**config.mk**
```make
export PLATFORM = sky130hd
export DESIGN_NAME = psr8_shift
export DESIGN_NICKNAME = d
export VERILOG_FILES = /design/src/rtl/psr8_pkg.sv /design/src/rtl/psr8_buf.sv /design/src/rtl/psr8_shift.sv
export VERILOG_INCLUDE_DIRS = /design/src /design/src/rtl
export SDC_FILE = /design/constraint.sdc
export NUM_CORES = 1
export LEC_CHECK = 0
export ABC_AREA = 1
export BUFFER_PORTS_ARGS = -buffer_cell sky130_fd_sc_hd__buf_2
export CORE_ASPECT_RATIO = 2
export CORE_MARGIN = 1.5
export CORE_UTILIZATION = 30
export DETAILED_ROUTE_END_ITERATION = 10
export PLACE_DENSITY = 0.57
export SETUP_SLACK_MARGIN = 0.15
export SLEW_MARGIN = 25
export SYNTH_ARGS = -nofsm -noshare
export SYNTH_HDL_FRONTEND = slang
export SYNTH_HIERARCHICAL = 1
export SYNTH_SLANG_ARGS = --single-unit
```
**constraint.sdc**
```tcl
create_clock -name clock_in -period 3.7 [get_ports clock_in]
set_input_delay 0.74 -clock clock_in [delete_from_list [all_inputs] [get_ports clock_in]]
set_output_delay 0.74 -clock clock_in [all_outputs]
set_load 0.02 [all_outputs]
```
**src/rtl/psr8_params.svh**
```systemverilog
// Purpose: Named constants for the eight-stage parallel/serial shift register.
// Assumes: One system clock; all device pins are sampled into that domain.
// Notes:   Definitions only.
`ifndef PSR8_PARAMS_SVH
`define PSR8_PARAMS_SVH
`define PSR8_STAGES      8
`define PSR8_LAST        7
`define PSR8_ZERO8       8'h00
`define PSR8_BUF_DEPTH   2
`define PSR8_SYNC_ZERO   2'h0
`endif

```
**src/rtl/psr8_pkg.sv**
```systemverilog
// Purpose: Types shared by the shift register files.
// Assumes: Constants come from psr8_params.svh.
// Notes:   The output word carries the last stage and its complement together.
`include "psr8_params.svh"
package psr8_pkg;
  typedef struct packed {
    logic last;
    logic last_n;
  } psr8_out_t;
  typedef enum logic [2:0] {
    PSR8_LOAD  = 3'h1,
    PSR8_SHIFT = 3'h2,
    PSR8_HOLD  = 3'h4
  } psr8_mode_t;
endpackage

```
**src/rtl/psr8_buf.sv**
```systemverilog
// Purpose: Two-entry buffer with valid and ready on both sides.
// Assumes: Single clock, synchronised reset copy from the top, applied asynchronously.
// Notes:   Full and empty are exact; upstream ready drops when both slots hold data.
`timescale 1ns/1ns
`default_nettype none
`include "psr8_params.svh"
module psr8_buf
  import psr8_pkg::*;
(
  input  wire logic      clock_in,
  input  wire logic      rst_n_in,
  input  wire psr8_out_t in_data_in,
  input  wire logic      in_valid_in,
  output logic           in_ready_out,
  output psr8_out_t      out_data_out,
  output logic           out_valid_out,
  input  wire logic      out_ready_in
);
  psr8_out_t mem [`PSR8_BUF_DEPTH];
  psr8_out_t next_mem [`PSR8_BUF_DEPTH];
  logic [1:0] count;
  logic [1:0] next_count;
  logic       push;
  logic       pop;
  always_comb begin
    push = in_valid_in && (count != 2'h2);
    pop = out_ready_in && (count != 2'h0);
    next_mem[0] = mem[0];
    next_mem[1] = mem[1];
    next_count = count;
    if (pop) begin
      next_mem[0] = mem[1];
    end
    if (push) begin
      if (count == 2'h0 || (count == 2'h1 && pop)) begin
        next_mem[0] = in_data_in;
      end else begin
        next_mem[1] = in_data_in;
      end
    end
    next_count = count + {1'b0, push} - {1'b0, pop};
  end
  always_ff @(posedge clock_in or negedge rst_n_in) begin
    if (!rst_n_in) begin
      mem[0] <= '0;
      mem[1] <= '0;
      count <= 2'h0;
    end else begin
      mem[0] <= next_mem[0];
      mem[1] <= next_mem[1];
      count <= next_count;
    end
  end
  assign in_ready_out = (count != 2'h2);
  assign out_valid_out = (count != 2'h0);
  assign out_data_out = mem[0];
endmodule
`default_nettype wire

```
**src/rtl/psr8_shift.sv**
```systemverilog
// Purpose: Eight-stage parallel-in, serial-out shift register in one clock domain.
// Assumes: Select, clock and data pins are asynchronous to clock_in and pass two flip-flops first.
// Notes:   The two shift clocks are detected as sampled rising edges, so each pin
//          must stay high and low for at least two system clock periods.
`timescale 1ns/1ns
`default_nettype none
`include "psr8_params.svh"
module psr8_shift
  import psr8_pkg::*;
(
  input  wire logic       clock_in,
  input  wire logic       arst_n_in,
  input  wire logic       shift_sel_in,
  input  wire logic       clk_a_in,
  input  wire logic       clk_b_in,
  input  wire logic       serial_data_in,
  input  wire logic [7:0] par_data_in,
  input  wire logic       out_ready_in,
  output logic            last_stage_out,
  output logic            last_stage_n_out,
  output logic            out_valid_out,
  output logic            stall_out
);
  logic [1:0] rst_sync;
  logic       rst_n;
  logic [1:0] sel_s;
  logic [1:0] ca_s;
  logic [1:0] cb_s;
  logic [1:0] sd_s;
  logic [`PSR8_LAST:0] pd_s0;
  logic [`PSR8_LAST:0] pd_s1;
  logic ca_prev;
  logic cb_prev;
  logic [`PSR8_LAST:0] stages;
  logic [`PSR8_LAST:0] next_stages;
  psr8_mode_t mode;
  logic step;
  logic changed;
  logic buf_ready;
  logic buf_valid;
  psr8_out_t buf_word;
  psr8_out_t word;
  logic q;
  logic q_n;
  logic vld;
  logic next_q;
  logic next_q_n;
  logic next_vld;

  always_ff @(posedge clock_in or negedge arst_n_in) begin
    if (!arst_n_in) begin
      rst_sync <= `PSR8_SYNC_ZERO;
    end else begin
      rst_sync <= {rst_sync[0], 1'b1};
    end
  end
  assign rst_n = rst_sync[1];

  // Only the second stage of each synchroniser is read by logic.
  always_ff @(posedge clock_in or negedge rst_n) begin
    if (!rst_n) begin
      sel_s <= `PSR8_SYNC_ZERO;
      ca_s <= `PSR8_SYNC_ZERO;
      cb_s <= `PSR8_SYNC_ZERO;
      sd_s <= `PSR8_SYNC_ZERO;
      pd_s0 <= `PSR8_ZERO8;
      pd_s1 <= `PSR8_ZERO8;
      ca_prev <= 1'b0;
      cb_prev <= 1'b0;
    end else begin
      sel_s <= {sel_s[0], shift_sel_in};
      ca_s <= {ca_s[0], clk_a_in};
      cb_s <= {cb_s[0], clk_b_in};
      sd_s <= {sd_s[0], serial_data_in};
      pd_s0 <= par_data_in;
      pd_s1 <= pd_s0;
      ca_prev <= ca_s[1];
      cb_prev <= cb_s[1];
    end
  end

  always_comb begin
    step = (ca_s[1] && !ca_prev && !cb_s[1]) || (cb_s[1] && !cb_prev && !ca_s[1]);
    next_stages = stages;
    mode = PSR8_HOLD;
    if (!sel_s[1]) begin
      mode = PSR8_LOAD;
    end else if (step) begin
      mode = PSR8_SHIFT;
    end
    case (mode)
      PSR8_LOAD: begin
        next_stages = pd_s1;
      end
      PSR8_SHIFT: begin
        next_stages = {stages[`PSR8_LAST-1:0], sd_s[1]};
      end
      PSR8_HOLD: begin
        next_stages = stages;
      end
      default: begin
        next_stages = stages;
      end
    endcase
    changed = (next_stages[`PSR8_LAST] != stages[`PSR8_LAST]) || (mode == PSR8_SHIFT);
    word.last = next_stages[`PSR8_LAST];
    word.last_n = !next_stages[`PSR8_LAST];
  end

  // Stages advance when the buffer can take the output word, or when a load leaves the last stage unchanged.
  always_ff @(posedge clock_in or negedge rst_n) begin
    if (!rst_n) begin
      stages <= `PSR8_ZERO8;
    end else if (buf_ready || !changed) begin
      stages <= next_stages;
    end
  end

  psr8_buf psr8_buf_i (
    .clock_in      (clock_in),
    .rst_n_in      (rst_n),
    .in_data_in    (word),
    .in_valid_in   (changed),
    .in_ready_out  (buf_ready),
    .out_data_out  (buf_word),
    .out_valid_out (buf_valid),
    .out_ready_in  (out_ready_in)
  );

  always_comb begin
    next_q = q;
    next_q_n = q_n;
    next_vld = buf_valid;
    if (buf_valid && out_ready_in) begin
      next_q = buf_word.last;
      next_q_n = buf_word.last_n;
    end
  end

  always_ff @(posedge clock_in or negedge rst_n) begin
    if (!rst_n) begin
      q <= 1'b0;
      q_n <= 1'b1;
      vld <= 1'b0;
      last_stage_out <= 1'b0;
      last_stage_n_out <= 1'b1;
      out_valid_out <= 1'b0;
      stall_out <= 1'b0;
    end else begin
      q <= next_q;
      q_n <= next_q_n;
      vld <= next_vld;
      last_stage_out <= next_q;
      last_stage_n_out <= next_q_n;
      out_valid_out <= next_vld;
      stall_out <= !buf_ready;
    end
  end

  property p_load;
    @(posedge clock_in) disable iff (!rst_n)
      (!sel_s[1] && buf_ready) |=> (stages == $past(pd_s1));
  endproperty
  a_load: assert property (p_load) else $error("parallel load missed");

  property p_shift;
    @(posedge clock_in) disable iff (!rst_n)
      (sel_s[1] && step && buf_ready) |=>
        (stages == {$past(stages[`PSR8_LAST-1:0]), $past(sd_s[1])});
  endproperty
  a_shift: assert property (p_shift) else $error("shift step wrong");

  property p_gate;
    @(posedge clock_in) disable iff (!rst_n)
      (sel_s[1] && ca_s[1] && cb_s[1]) |=> (stages == $past(stages));
  endproperty
  a_gate: assert property (p_gate) else $error("gated clock changed stages");

  property p_hold;
    @(posedge clock_in) disable iff (!rst_n)
      (sel_s[1] && !step) |=> $stable(stages);
  endproperty
  a_hold: assert property (p_hold) else $error("contents changed without clock");

  property p_compl;
    @(posedge clock_in) disable iff (!rst_n)
      last_stage_out != last_stage_n_out;
  endproperty
  a_compl: assert property (p_compl) else $error("outputs not complementary");

  property p_either;
    @(posedge clock_in) disable iff (!rst_n)
      (sel_s[1] && cb_s[1] && !cb_prev && !ca_s[1] && buf_ready) |=>
        (stages == {$past(stages[`PSR8_LAST-1:0]), $past(sd_s[1])});
  endproperty
  a_either: assert property (p_either) else $error("second clock ignored");

  property p_serial;
    @(posedge clock_in) disable iff (!rst_n)
      (sel_s[1] && step && buf_ready) |=> (stages[0] == $past(sd_s[1]));
  endproperty
  a_serial: assert property (p_serial) else $error("serial bit not captured");

  property p_all;
    @(posedge clock_in) disable iff (!rst_n)
      (!sel_s[1] && buf_ready) [*2] |=> (stages[`PSR8_LAST] == $past(pd_s1[`PSR8_LAST]));
  endproperty
  a_all: assert property (p_all) else $error("last stage not loaded");
endmodule
`default_nettype wire

```
==> qor.txt <==
outcome = completed
f_max = 0.472 GHz
transition time of the tightest slew-check pin = 0.559 ns
clk root buf = sky130_fd_sc_hd__clkbuf_16
type of element capturing the critical path = register
die area = 6390 sq um
sum of internal, switching and leakage power = 1.45 mW
leading register cell type out of synthesis = sky130_fd_sc_hd__dfrtp_1
fraction of final layout cells sized beyond drive strength 1 = 25.5%
count of final setup violators = 0
number of warnings printed during yosys synthesis = 6
library cell with the largest summed area after synthesis = sky130_fd_sc_hd__dfrtp_1
gate count after technology mapping = 166
Hold WS = 0.225 ns
Async S/R FF share, synth = 100%
Min-Delay Path Class = in -> async
sequential-to-total area share from yosys stat = 65.2%
Area Overhead vs Synth = 16.1%
type of the setup path with the least slack = reg -> reg
number of enable-type register cells in the synthesized netlist = 0
number of buffers on the longest clock path = 2
most area-consuming cells after synthesis = sky130_fd_sc_hd__dfrtp_1, sky130_fd_sc_hd__nand2_1, sky130_fd_sc_hd__nand3_1
Core Area = 5710 sq um
post-synth top area share = 63.7%
effective utilization at floorplan = 30.9%
accumulated negative setup slack = 0 ns
top-level I/O count = 19
worst path required time = 3.88 ns
initial antenna violation count = 0
clock slew at reported path FFs = 0.06 ns
reported leakage power = 1.06 nW
global-route wire length before repair = 4930 um
RSZ-0062 raised after global routing = no
chip width = 57.3 um
most used standard cell by instance count after synthesis = sky130_fd_sc_hd__nand2_1
placer congestion estimate = 0.776
Pwr per Cell Area = 707 nW/um^2
number of placement rows = 39
length of the first detailed-routing pass in iterations = 4
number of nets with antenna violations after routing = 0
vias in the first global route = 1,105
total length of routed wires = 2900 um
combined area of all synthesized cells = 1770 sq um
worst ir drop on vdd = 0.000395 V
total setup buffers inserted after CTS = 0
Clock Sinks = 46
final number of hold-violating endpoints = 0
number of levels in the clock H-tree = 2
portion of the clock cycle consumed by the worst path in the final layout = 57.3%
cell types with the highest counts after synthesis = sky130_fd_sc_hd__nand2_1, sky130_fd_sc_hd__dfrtp_1, sky130_fd_sc_hd__nand3_1
synthesized area per cell = 10.6 sq um
number of hold buffers added after CTS = 0
via count = 1,134
TritonCTS clock tree = yes
CP arrival = 2.30 ns
skew final = 0.00343 ns
per-cell routed wire length = 11.6 um
overflow left after global routing = 0
number of synthesized register bits = 46
DPL Wire Length = 2110 um
startpoint types = register
count of maximum capacitance violations = 0
Final Max Slew Viols = 0
Total Nets Final = 204
number of buffers created by CTS = 5
overall fraction of global-route tracks in use = 10.6%
number of fillers in the final layout = 578
Die Y-Extent = 112 um
worst skew pair latency = 0.29 ns
Slew HR = 62.7%
number of antenna diodes = 0
input/output buffers = 18
DRC violations left = 0
shortest clock period the worst path allows after layout = 2.12 ns
Net Count, Synth = 182
Yosys cell types = 21
number of vias per cell = 4.55
number of gates given a new drive strength after cts = 0
detailed router's first-iteration violation count = 7
largest fanout on the critical path = 14
maximum number of pins on one net before global-route repair = 45
[metrics by stage]
stage / utilization, % / cells / cell area [sq um] / setup WS, ns
global placement: 33.5 / 242 / 1910 / 1.69
floorplan: - / 166 / 1770 / 1.87
finish: 35.9 / 249 / 2050 / 1.58
detailed placement: 33.5 / 242 / 1910 / 1.61
global route: 35.9 / 249 / 2050 / 1.33
CTS: 35.9 / 249 / 2050 / 1.59
[sequential cells by signal, indices dropped and copies added (netlist names), 2 cells and up]
name and flops:
ca_s 2, cb_s 2, pd_s0 8, pd_s1 8
psr8_buf_i/count 2, psr8_buf_i/mem 2, psr8_buf_i/out_data_out 2, rst_sync 2
sd_s 2, sel_s 2, stages 8
[metal layers]
layer  share of wire [%]  vias to the layer above  global-route usage [%]
met5                   0                        -                       0
met4                 5.7                        0                    8.84
met3                 4.2                       12                    3.14
met2                  55                       28                    18.3
met1                  35                      534                    9.77
li1                    -                      560                       -
[final cells by class]
type	count	area (sq um)	share of cell area, %
sequential	46	1160	56.4
multi-input combinational	99	524	25.6
inverter	18	67.6	3.29
timing repair buffer	18	90.1	4.39
clock buffer	6	129	6.28
clock inverter	1	7.51	0.366
tap	61	76.3	3.72
[critical path, cell delays in order, from the launching register on]
cell and delay (ns):
sky130_fd_sc_hd__dfrtp_1 0.63, sky130_fd_sc_hd__inv_1 0.25, sky130_fd_sc_hd__nand2_1 0.10, sky130_fd_sc_hd__nand4_1 0.11, sky130_fd_sc_hd__nand3_2 0.14, sky130_fd_sc_hd__nand2_2 0.09, sky130_fd_sc_hd__inv_2 0.07, sky130_fd_sc_hd__nand2_1 0.05
sky130_fd_sc_hd__nand2_1 0.08, sky130_fd_sc_hd__ha_1 0.15, sky130_fd_sc_hd__xor2_1 0.19, sky130_fd_sc_hd__inv_1 0.06, sky130_fd_sc_hd__nand2_1 0.06, sky130_fd_sc_hd__nand2_1 0.04
[final timing paths]
kind | from | end | slack [ns] | depth (start not counted)
min in group clock_in | pd_s0[0]$_DFF_PN0_ | pd_s1[0]$_DFF_PN0_ | 0.35 | 0
hold / removal | arst_n_in | rst_sync[0]$_DFF_PN0_ | 0.23 | 1
setup reg to reg | sel_s[1]$_DFF_PN0_ | psr8_buf_i/count[1]$_DFF_PN0_ | 1.58 | 13
max in group asynchronous | rst_sync[1]$_DFF_PN0_ | cb_prev$_DFF_PN0_ | 2.99 | 0
setup / recovery | sel_s[1]$_DFF_PN0_ | psr8_buf_i/count[1]$_DFF_PN0_ | 1.58 | 13
hold reg to reg | rst_sync[1]$_DFF_PN0_ | pd_s1[7]$_DFF_PN0_ | 0.33 | 0
[power by group]
part           switching [mW]  internal [mW]  total, mW
Clock                   0.174          0.246      0.420
Combinational           0.231          0.132      0.363
Sequential             0.0649          0.603      0.668
Total                   0.470          0.981       1.45
[kinds of logic after synthesis]
logic type      synth area share, %
compound gates                0.850
xor+xnor                      0.496
fa+ha+maj                     0.708
buf+inv                        5.10
flops                          65.2
mux                            1.27
other cells                   0.212
simple gates                   26.1
[placed cells by master, fill, tap and decap left out, drive strengths merged]
cell type and instances:
nor2 2, mux2 2, buf 18, inv 18, or2 1, o21ai 3
clkbuf 6, dfrtp 45, conb 1, nand2 59, nand3 26, nand4 3
clkinvlp 1, ha 1, dfstp 1, xor2 1
Note: power is estimated with default switching activity, not from simulation.
